--- src/rtl/iww_pkg.sv ---
// shared constants and types of the internal windowed watchdog
package iww_pkg;
  localparam int unsigned CNT_W            = 16;
  localparam logic [15:0] CNT_RST          = 16'h0000;
  localparam logic [15:0] TIMEOUT_RST      = 16'hffff;
  localparam logic [15:0] WIN_LO_RST       = 16'h0000;
  localparam logic [15:0] WIN_HI_RST       = 16'hffff;
  localparam logic [7:0]  SERVICE_KEY      = 8'ha5;
  localparam logic        RESP_SEL_RST     = 1'b0;
  localparam int unsigned RST_PULSE_NS     = 64;
  localparam int unsigned CLK_PERIOD_NS    = 4;
  localparam int unsigned RST_PULSE_CYC    = (RST_PULSE_NS + CLK_PERIOD_NS - 1) / CLK_PERIOD_NS;

  // software configuration of the watchdog
  typedef struct packed {
    logic        windowed_watchdog_mode;
    logic        interrupt_response_select;
    logic [15:0] timeout;
    logic [15:0] win_lo;
    logic [15:0] win_hi;
  } iww_cfg_t;

  typedef enum logic [1:0] {
    IWW_FAIL_NONE,
    IWW_FAIL_TIMEOUT,
    IWW_FAIL_EARLY,
    IWW_FAIL_BADKEY
  } iww_fail_t;
endpackage : iww_pkg

--- src/rtl/iww_watchdog.sv ---
// internal watchdog with normal and windowed modes
// Functional notes
// - exactly one mode: normal or windowed
// - normal: expiry or wrong key is failure
// - normal failure gives reset or interrupt
// - comes up enabled in normal mode
// - windowed: missed window or wrong key fails
// - windowed failure gives reset or interrupt
// - control bit selects interrupt over reset
`timescale 1ns/1ps
`default_nettype none
module iww_watchdog
  import iww_pkg::*;
(
  // clock and reset
  input  wire logic                 clock_i,
  input  wire logic                 arst_n_i,
  // configuration
  input  wire iww_pkg::iww_cfg_t    cfg_i,
  // service key write
  input  wire logic                 key_wr_i,
  input  wire logic [7:0]           key_i,
  // responses and status
  output logic                      warm_rst_o,
  output logic                      irq_o,
  output logic [CNT_W-1:0]          count_o,
  output iww_pkg::iww_fail_t        fail_cause_o
);
  import iww_pkg::*;

  logic [CNT_W-1:0]  cnt_r;
  logic [CNT_W-1:0]  cnt_nxt;
  logic              key_ok;
  logic              key_bad;
  logic              early;
  logic              expired;
  logic              fail;
  iww_fail_t         cause;
  logic [7:0]        rst_cnt_r;
  logic [7:0]        warm_len_r;

  // =====================================================
  // failure detection
  assign key_ok  = key_wr_i && (key_i == SERVICE_KEY);
  assign key_bad = key_wr_i && (key_i != SERVICE_KEY);
  // windowed mode selected by one bit, so modes are exclusive
  assign early   = cfg_i.windowed_watchdog_mode && key_ok && (cnt_r < cfg_i.win_lo);
  assign expired = cfg_i.windowed_watchdog_mode ? (cnt_r >= cfg_i.win_hi)
                                                : (cnt_r >= cfg_i.timeout);
  assign fail    = key_bad || early || expired;

  always_comb
  begin
    cause = IWW_FAIL_NONE;
    if (key_bad)
    begin
      cause = IWW_FAIL_BADKEY;
    end
    else if (early)
    begin
      cause = IWW_FAIL_EARLY;
    end
    else if (expired)
    begin
      cause = IWW_FAIL_TIMEOUT;
    end
  end

  // =====================================================
  // timeout counter
  always_comb
  begin
    if (fail || key_ok)
    begin
      cnt_nxt = CNT_RST;
    end
    else
    begin
      cnt_nxt = cnt_r + 1'b1;
    end
  end

  // enabled from reset, counting in normal mode
  always_ff @(posedge clock_i or negedge arst_n_i)
  begin
    if (!arst_n_i)
    begin
      cnt_r <= CNT_RST;
    end
    else
    begin
      cnt_r <= cnt_nxt;
    end
  end

  // =====================================================
  // error response
  always_ff @(posedge clock_i or negedge arst_n_i)
  begin
    if (!arst_n_i)
    begin
      rst_cnt_r  <= 8'h00;
      warm_rst_o <= 1'b0;
    end
    else if (fail && !cfg_i.interrupt_response_select)
    begin
      rst_cnt_r  <= 8'(RST_PULSE_CYC - 1);
      warm_rst_o <= 1'b1;
    end
    else if (rst_cnt_r != 8'h00)
    begin
      rst_cnt_r  <= rst_cnt_r - 8'h01;
    end
    else
    begin
      warm_rst_o <= 1'b0;
    end
  end

  always_ff @(posedge clock_i or negedge arst_n_i)
  begin
    if (!arst_n_i)
    begin
      irq_o <= 1'b0;
    end
    else
    begin
      irq_o <= fail && cfg_i.interrupt_response_select;
    end
  end

  always_ff @(posedge clock_i or negedge arst_n_i)
  begin
    if (!arst_n_i)
    begin
      count_o      <= CNT_RST;
      fail_cause_o <= IWW_FAIL_NONE;
    end
    else
    begin
      count_o <= cnt_nxt;
      if (fail)
      begin
        fail_cause_o <= cause;
      end
    end
  end

  // =====================================================
  // assertions and the pulse tracker they read
  // cycles the warm reset has stood since its last trigger
  always_ff @(posedge clock_i or negedge arst_n_i)
  begin
    if (!arst_n_i)
    begin
      warm_len_r <= 8'h00;
    end
    else if (fail && !cfg_i.interrupt_response_select)
    begin
      warm_len_r <= 8'h01;
    end
    else if (warm_rst_o)
    begin
      warm_len_r <= warm_len_r + 8'h01;
    end
    else
    begin
      warm_len_r <= 8'h00;
    end
  end

  bad_key_resp_a : assert property (@(posedge clock_i) disable iff (!arst_n_i)
    key_bad |=> (warm_rst_o || irq_o))
    else $error("bad key gave no response");

  expiry_resp_a : assert property (@(posedge clock_i) disable iff (!arst_n_i)
    (!cfg_i.windowed_watchdog_mode && cnt_r >= cfg_i.timeout) |=> (warm_rst_o || irq_o))
    else $error("normal expiry gave no response");

  normal_key_a : assert property (@(posedge clock_i) disable iff (!arst_n_i)
    (!cfg_i.windowed_watchdog_mode && key_ok && cnt_r < cfg_i.timeout)
    |=> !irq_o && fail_cause_o == $past(fail_cause_o))
    else $error("timely key in normal mode failed");

  reset_sel_a : assert property (@(posedge clock_i) disable iff (!arst_n_i)
    (fail && !cfg_i.interrupt_response_select) |=> warm_rst_o && !irq_o)
    else $error("reset response missing");

  irq_sel_a : assert property (@(posedge clock_i) disable iff (!arst_n_i)
    (fail && cfg_i.interrupt_response_select) |=> irq_o)
    else $error("interrupt response missing");

  irq_pulse_a : assert property (@(posedge clock_i) disable iff (!arst_n_i)
    (irq_o && !(fail && cfg_i.interrupt_response_select)) |=> !irq_o)
    else $error("interrupt stood too long");

  early_key_a : assert property (@(posedge clock_i) disable iff (!arst_n_i)
    (cfg_i.windowed_watchdog_mode && key_ok && cnt_r < cfg_i.win_lo) |=> fail_cause_o == IWW_FAIL_EARLY)
    else $error("early key not flagged");

  window_key_a : assert property (@(posedge clock_i) disable iff (!arst_n_i)
    (cfg_i.windowed_watchdog_mode && key_ok && cnt_r >= cfg_i.win_lo && cnt_r < cfg_i.win_hi)
    |=> !irq_o && fail_cause_o == $past(fail_cause_o))
    else $error("key inside window failed");

  window_miss_a : assert property (@(posedge clock_i) disable iff (!arst_n_i)
    (cfg_i.windowed_watchdog_mode && !key_wr_i && cnt_r >= cfg_i.win_hi) |=> fail_cause_o == IWW_FAIL_TIMEOUT)
    else $error("window miss not flagged");

  good_key_a : assert property (@(posedge clock_i) disable iff (!arst_n_i)
    key_ok |=> cnt_r == CNT_RST && count_o == CNT_RST)
    else $error("good key did not restart");

  count_step_a : assert property (@(posedge clock_i) disable iff (!arst_n_i)
    !fail && !key_wr_i |=> cnt_r == $past(cnt_r) + 1'b1)
    else $error("counter stalled");

  pulse_len_a : assert property (@(posedge clock_i) disable iff (!arst_n_i)
    (warm_rst_o && warm_len_r < 8'(RST_PULSE_CYC)) |=> warm_rst_o)
    else $error("reset pulse too short");

  pulse_end_a : assert property (@(posedge clock_i) disable iff (!arst_n_i)
    (warm_len_r == 8'(RST_PULSE_CYC) && !(fail && !cfg_i.interrupt_response_select)) |=> !warm_rst_o)
    else $error("reset pulse too long");

  normal_expiry_c : cover property (@(posedge clock_i) disable iff (!arst_n_i)
    !cfg_i.windowed_watchdog_mode && expired);
  window_service_c : cover property (@(posedge clock_i) disable iff (!arst_n_i)
    cfg_i.windowed_watchdog_mode && key_ok && !early && !expired);
  early_fail_c : cover property (@(posedge clock_i) disable iff (!arst_n_i)
    early && cfg_i.interrupt_response_select);
  bad_key_c : cover property (@(posedge clock_i) disable iff (!arst_n_i)
    key_bad && cfg_i.windowed_watchdog_mode);
  irq_path_c : cover property (@(posedge clock_i) disable iff (!arst_n_i) $rose(irq_o));
endmodule : iww_watchdog
`default_nettype wire

--- config.mk ---
export PLATFORM = sky130hd
export DESIGN_NAME = iww_watchdog
export DESIGN_NICKNAME = d
export VERILOG_FILES = /design/src/rtl/iww_pkg.sv /design/src/rtl/iww_watchdog.sv
export SDC_FILE = /design/constraint.sdc
export NUM_CORES = 1
export LEC_CHECK = 0
export ABC_AREA = 1
export BUFFER_PORTS_ARGS = -buffer_cell sky130_fd_sc_hd__buf_2
export CAP_MARGIN = 20
export CORE_MARGIN = 4
export CORE_UTILIZATION = 50
export CTS_BUF_LIST = sky130_fd_sc_hd__clkbuf_4
export DETAILED_ROUTE_END_ITERATION = 6
export GPL_ROUTABILITY_DRIVEN = 0
export PLACE_DENSITY_LB_ADDON = 0.25
export SLEW_MARGIN = 20
export SYNTH_ARGS = -nofsm -noshare
export SYNTH_HDL_FRONTEND = slang
export SYNTH_SLANG_ARGS = --single-unit
--- constraint.sdc ---
create_clock -name clock_i -period 2.56 [get_ports clock_i]
set_clock_uncertainty 0.1 [all_clocks]
set_input_delay 0.512 -clock clock_i [delete_from_list [all_inputs] [get_ports clock_i]]
set_output_delay 0.512 -clock clock_i [all_outputs]
set_load 0.02 [all_outputs]
# Word-level counts from Yosys, hierarchy flattened
# Cells that the tools add are included.
[word_totals]
reg_bits = 28
latch_bits = 0
ramBits = 0
rom_bits = 0
input_bits = 61
output_inout_bits = 20
wordCells = 34
memories = 0
[op_classes]
n_addsub = 2
multipliers = 0
div_mod_pow = 0
magnitude_cmp = 3
eq_ne = 3
n_shift = 0
muxes = 9
bitwise = 0
n_reduce_logical = 12
[op_table]
columns = ["op", "n"]
rows = [
  ["$ge 16x16->1", 2],
  ["$add 16x1->16 const B", 1],
  ["$lt 16x16->1", 1],
  ["$mux 16", 1],
  ["$mux 8", 2],
  ["$eq 8x8->1 const B", 1],
  ["$ne 8x8->1 const B", 1],
  ["$reduce_bool 8->1", 1],
  ["$sub 8x1->8 const B", 1],
  ["$logic_and 1x1->1", 6],
  ["$mux 1", 4],
  ["$mux 2", 2],
  ["$logic_or 1x1->1", 3],
  ["$ne 2x2->1 const B", 1],
  ["$reduce_bool 2->1", 1],
  ["$logic_not 1->1", 1],
]

# Logic depth before layout (Yosys ltp)
# Gate-level depths: netlist of the first run.
[depth]
ltp_word = 8
ltp_mapped = 15
depth_no_buf = 15

# Worst setup path after synthesis of the first run
# Ideal clock, no wire load.
[synth_path]
path_kind = "register to register"
start = "reg, netlist name count_o[11]"
end = "reg rst_cnt_r[0]"
setup_time_ps = 123
t_arrival_ps = 1743
t_required_ps = 2337
setup_slack_ps = 594
stages_incl_launch_ff = 10
path_buffers = 0
period_less_slack_ps = 1966
cell_sequence = "dfrtp_1 ha_1 a21oi_1 o21ai_0 a21oi_2 nand2_1 nand2_2 nand3_2 nand2_1 nand2_1"
[synth_lines]
columns = ["item", "line_no", "text"]
rows = [
  ["end signal, assigned", "iww_watchdog.sv:107", "rst_cnt_r <= 8'(RST_PULSE_CYC - 1);"],
  ["end signal, assigned", "iww_watchdog.sv:112", "rst_cnt_r <= rst_cnt_r - 8'h01;"],
  ["end, declared", "iww_watchdog.sv:39", "logic [7:0] rst_cnt_r;"],
]

==> flow_summary_export.csv, run 1 <==
group,metric,value,unit
detailed_routing,firstDrtPassIters,6,
power,pwr-share-comb,27.7,%
logic_synthesis,yosysUniqueCellTypes,25,
clocking,root_buffer,"clkbuf_4",
power,p_int,629.5,uW
clocking,htreeDepth,1,
detailed_routing,wl_per_cell,10.54,um
place,hpwl,4739,um
power,p_leak,1.996,nW
global_routing,grt_first_pass_wirelength,9501,um
sta,rsz0062_at_grt,"no",
place,dpl_worst_slack,0.3070,ns
worst_setup_path,path_max_fanout,16,
place,portBuffers,80,
finish,syn2layout_area_growth,18.14,%
power,power_density,280.6,nW/um^2
sta,whs,0.07571,ns
finish,design_area,3252,sq um
worst_setup_path,rr_worst_depth,8,
logic_synthesis,ys_top_cells_by_area,"dfrtp_1, ha_1, nand2_1, inv_1, nor2_1",
worst_setup_path,r2r_slack,0.35,ns
detailed_routing,drt_iter0_markers,55,
logic_synthesis,synth_edf_count,0,
sta,hold_viol_final,0,
sta,final.setup.worst_slack,0.3464,ns
sta,drv_slew,0,
power,p_sw,283.0,uW
die,ios,81,
power,switching_share,31.01,%
logic_synthesis,async_reset_ff_share,100.0,%
die,core_area,5205,sq um
die,start_util,52.88,%
power,power_frac_seq,53.2,%
finish,drive_above_1_share,24.57,%
sta,period_share,86.47,%
worst_setup_path,r2r_end,"count_o[4]$_DFF_PN0_",
clocking,clock_path_buffers,2,
sta,timing.fmax,0.4517,GHz
global_routing,grt_overflow,0,
clocking,cts-hold-fix-buffers,0,
logic_synthesis,synth_nets,489,
detailed_routing,drc,0,
global_routing,antenna_found_initial,0,
worst_setup_path,cp-start-kind,"flop",
logic_synthesis,synth_most_common_cell,"nand2_1",
worst_setup_path,r2r-start,"count_o[11]$_DFF_PN0_",
logic_synthesis,yosysSeqAreaShare,25.45,%
status,status,"complete, no violations",
worst_setup_path,cp-end-kind,"flop",
clocking,post_cts_resized,0,
die,die_h,82.20,um
detailed_routing,routed_wl,5584,um
detailed_routing,routed_via_density,4.630,
sta,slew_headroom,60.72,%
global_routing,grt_pass1_vias,2330,
place,place_area,3229,sq um
sta,finalSetupTns,0,ns
logic_synthesis,synthFlopType,"dfrtp_1",
power,p_clk_share,19.1,%
logic_synthesis,synthTopCellsByCount,"nand2_1, inv_1, ha_1, dfrtp_1, nor2_1",
die,num_rows,26,
logic_synthesis,synth_area,2753,sq um
clocking,clkTransAtPathRegs,0.14,ns
worst_setup_path,cp.arrival,2.36,ns
die,dieArea,6756,sq um
die,die_x,82.20,um
detailed_routing,ant_nets,0,
logic_synthesis,synth-seq-cells,28,
sta,worstMarginPinSlew,0.5891,ns
job,cap_violations,0,
global_routing,grt_usage,17.30,%
logic_synthesis,yosysTopAreaCellShare,25.45,%
logic_synthesis,ys_warn_count,0,
clocking,cts_tree,"yes",
clocking,clk_latency,0.31,ns
logic_synthesis,synth.largest_area_cell,"dfrtp_1",
detailed_routing,num_vias,2454,
logic_synthesis,syn_avg_cell_area,7.282,sq um
clocking,numCtsBuffers,3,
logic_synthesis,syn_inst,378,
worst_hold_path,worst_hold_path_type,"in -> async",
clocking,cts.sinks,28,
clocking,post_cts_buffers,0,
global_routing,grt_max_degree,29,
finish,n_antenna_cell,0,
finish,nets,573,
worst_setup_path,critPathKind,"reg -> reg",
power,max-vdd-ir-drop,0.0003096,V
worst_setup_path,required,2.71,ns
sta,fin_crit,2.214,ns
sta,setup_violations,0,
## critical path, stage by stage, from the launching register on
cell	delay, ns
dfrtp_1	0.61
ha_1	0.34
a21oi_1	0.14
o21ai_0	0.15
a21oi_2	0.15
nand2_1	0.07
nand2_2	0.13
nand4_4	0.28
nor2_1	0.18
## registers in the layout, indices dropped and copies added (netlist names)
name,count
irq_o,1
fail_cause_o,2
rst_cnt_r,8
count_o,16
warm_rst_o,1
## layer usage
layer,vias up,share of wire (%),wire length (um),GRT usage [%]
li1,1341,-,-,-
met1,1057,47,2619,22.30
met2,54,47,2614,31.73
met3,2,5.9,332,1.627
met4,0,0.34,19,2.492
met5,-,0,0,0
## cells in the final DEF, fill, tap and decap left out, types with 9 or more instances in the layout
cell     Yosys  routed
dfrtp_1     28      28
nor3_1       9       9
ha_1        50      50
nand2_1     87      87
a21oi_1     20      20
inv_1       85      85
xor2_1      11      11
nor2_1      27      27
buf_2        0      80
nor2_2      16      16
## stage by stage
step | std cells | utilization (%) | total power [mW]
after CTS | 530 | 62.48 | 0.9222
after floorplan | 378 | - | 0.6564
after global placement | 527 | 62.04 | 0.7394
after detailed placement | 527 | 62.04 | 0.7495
final | 530 | 62.48 | 0.9125
after global routing | 530 | 62.48 | 0.9885
## cell families (layout without fill, tap and decap cells)
kind of cell,after synthesis,after routing,share of synthesized area [%]
simple gates,165,165,28.18
buf+inv,88,170,12.27
fa+ha+maj,50,50,22.73
compound gates,31,31,6.273
flops,28,28,25.45
xor+xnor,16,16,5.091
## cell type report
| class | instances | area [sq um] |
|---|---|---|
| fill | 497 | 1953 |
| multi-input combinational | 262 | 1714 |
| sequential | 28 | 700.7 |
| timing repair buffer | 80 | 400.4 |
| inverter | 87 | 326.6 |
| tap | 70 | 87.58 |
| clock buffer | 3 | 22.52 |
## power by group through the flow
stage          Clock (mW)  Combinational (mW)  Sequential (mW)
2_1_floorplan           0               0.160            0.497
3_3_place_gp            0               0.247            0.493
3_5_place_dp            0               0.256            0.493
4_1_cts             0.180               0.257            0.485
5_1_grt             0.197               0.302            0.489
6_report            0.174               0.253            0.485
## worst max path at each step
stage	from	end	cells after the start
2_1_floorplan	count_o[11]$_DFF_PN0_	rst_cnt_r[0]$_DFFE_PN0P_	9
3_3_place_gp	cfg_i[35]	count_o[0]$_DFF_PN0_	14
3_5_place_dp	cfg_i[35]	count_o[4]$_DFF_PN0_	14
4_1_cts	count_o[11]$_DFF_PN0_	count_o[4]$_DFF_PN0_	8
5_1_grt	count_o[11]$_DFF_PN0_	count_o[0]$_DFF_PN0_	8
6_report	count_o[11]$_DFF_PN0_	count_o[4]$_DFF_PN0_	8
(Power assumes the default switching activity.)
==> run 2: changes to the inputs <==
- CORE_ASPECT_RATIO: default -> 0.9
- HOLD_SLACK_MARGIN: default -> 0.05
==> run 2 against run 1 <==
Compared with the run above: maximum frequency shrank 1.0%; flip-flop and latch count is the same; register-to-register slack lost 0.02 ns; die area is essentially flat; clock-buffer cell count is the same; sequential power is essentially flat; utilization shrank 1.0 points; setup slack lost 0.022 ns; cell area shrank 0.12%; largest cell class unchanged; highest routed layer unchanged.
==> flow_summary_export.csv, run 2 (synthesized netlist as in run 1, its figures left out) <==
group,metric,value,unit
clocking,numCtsBuffers,3,
power,power_density,281.4,nW/um^2
worst_setup_path,path_max_fanout,16,
place,place_area,3226,sq um
global_routing,met2_usage,32.20,%
power,switching_share,31.16,%
global_routing,grt_max_degree,29,
place,portBuffers,80,
clocking,cts_tree,"yes",
detailed_routing,num_vias,2473,
sta,hold_viol_final,0,
sta,drv_slew,0,
worst_setup_path,critPathKind,"reg -> reg",
finish,largest_reg_flops,16,
power,finalPower,914.1,uW
finish,syn2layout_area_growth,18.00,%
detailed_routing,routed_via_density,4.693,
global_routing,grt_pass1_vias,2401,
detailed_routing,firstDrtPassIters,4,
die,start_util,52.07,%
status,status,"complete, no violations",
die,dieArea,6758,sq um
job,cap_violations,0,
global_routing,grt_usage,17.71,%
detailed_routing,routed_wl,5815,um
sta,whs,0.07918,ns
sta,rsz0062_at_grt,"no",
finish,fin_cells,527,
finish,final_common_cell,"nand2_1",
power,pwr-share-comb,27.8,%
power,p_int,629.3,uW
place,dp_cells,524,
global_routing,grt_first_pass_wirelength,10050,um
worst_setup_path,cp.arrival,2.39,ns
finish,largestRegisters,"count_o: 16 flops, rst_cnt_r: 8 flops, fail_cause_o: 2 flops",
global_routing,antenna_found_initial,0,
clocking,clk_latency,0.32,ns
sta,finalSetupTns,0,ns
sta,fin_crit,2.236,ns
global_routing,use_met3,2.518,%
worst_hold_path,worst_hold_path_type,"in -> async",
power,max-vdd-ir-drop,0.0003482,V
die,core_area,5286,sq um
clocking,clkTransAtPathRegs,0.14,ns
power,p_leak,1.996,nW
die,num_rows,25,
global_routing,busiest_layer,"met2",
worst_setup_path,cp-start-kind,"flop",
worst_setup_path,critical_path_buf_inv_count,0,
sta,slew_headroom,59.45,%
power,power_frac_seq,52.9,%
finish,nets,573,
sta,worstMarginPinSlew,0.6083,ns
global_routing,met1_usage,23.30,%
clocking,cts.sinks,28,
finish,n_antenna_cell,0,
detailed_routing,drc,0,
power,p_clk_share,19.3,%
clocking,root_buffer,"clkbuf_4",
finish,drive_above_1_share,24.57,%
power,p_sw,284.8,uW
detailed_routing,ant_nets,0,
global_routing,grt_overflow,0,
sta,timing.fmax,0.4472,GHz
finish,design_area,3248,sq um
place,hpwl,4856,um
worst_setup_path,cpLargestDelayFamily,"simple AND/OR/NAND/NOR gates",
worst_setup_path,cp-end-kind,"flop",
sta,setup_violations,0,
die,die_x,86.21,um
die,die_h,78.39,um
clocking,clock_path_buffers,2,
detailed_routing,wl_per_cell,11.03,um
worst_setup_path,required,2.71,ns
clocking,cts-hold-fix-buffers,0,
finish,most-common-layout-cells,"nand2_1, inv_1, buf_2, ha_1, dfrtp_1",
worst_setup_path,slowest_delay,0.62,ns
worst_setup_path,cp_cell_sequence,"ha_1 -> a21oi_1 -> o21ai_0 -> a21oi_2 -> nand2_1 -> nand2_2 -> nand4_4 -> nor2_1",
die,ios,81,
finish,regMostFlops,"count_o",
sta,period_share,87.35,%
clocking,post_cts_buffers,0,
clocking,post_cts_resized,0,
worst_setup_path,crit_slowest_cell,"dfrtp_1",
clocking,htreeDepth,1,
detailed_routing,drt_iter0_markers,72,
==> run 2: cell counts in the layout (fill, tap and decap cells not counted) <==
No cell type changed its count.
==> run 2: final timing paths <==
path,slack [ns],from,depth (start not counted),to
setup / recovery,0.32,count_o[11]$_DFF_PN0_,8,count_o[2]$_DFF_PN0_
hold / removal,0.08,arst_n_i,1,fail_cause_o[0]$_DFFE_PN0P_
setup reg to reg,0.32,count_o[11]$_DFF_PN0_,8,count_o[2]$_DFF_PN0_
hold reg to reg,0.41,fail_cause_o[1]$_DFFE_PN0P_,2,fail_cause_o[1]$_DFFE_PN0P_
max in group asynchronous,1.89,arst_n_i,1,count_o[1]$_DFF_PN0_
min in group clock_i,0.29,cfg_i[48],3,irq_o$_DFF_PN0_
==> run 2: through the flow <==
step	utilization, %	setup WS, ns
CTS	61.44	0.3258
finish	61.44	0.3239
detailed placement	61.02	0.3124
floorplan	-	0.5945
global route	61.44	0.1513
global placement	61.02	0.3637
==> run 2: area by class of cell <==
cell class              instances  area [sq um]
multi-input cells             262          1714
well taps                      67         83.83
clock buffers                   3         22.52
fillers                       519          2038
flip-flops and latches         28         700.7
inverters                      87         326.6
repair buffers                 80         400.4
==> run 2: power by group through the flow <==
stage | combinational [mW] | clock [mW] | sequential (mW)
2_1_floorplan | 0.160 | 0 | 0.497
3_3_place_gp | 0.246 | 0 | 0.492
3_5_place_dp | 0.255 | 0 | 0.493
4_1_cts | 0.257 | 0.182 | 0.484
5_1_grt | 0.303 | 0.198 | 0.488
6_report | 0.254 | 0.177 | 0.484
==> run 2: metal layers <==
metal / wire length (um) / share of wire (%)
met1: 2661 / 46
met4: 14 / 0.24
met5: 0 / 0
met3: 309 / 5.3
met2: 2829 / 49
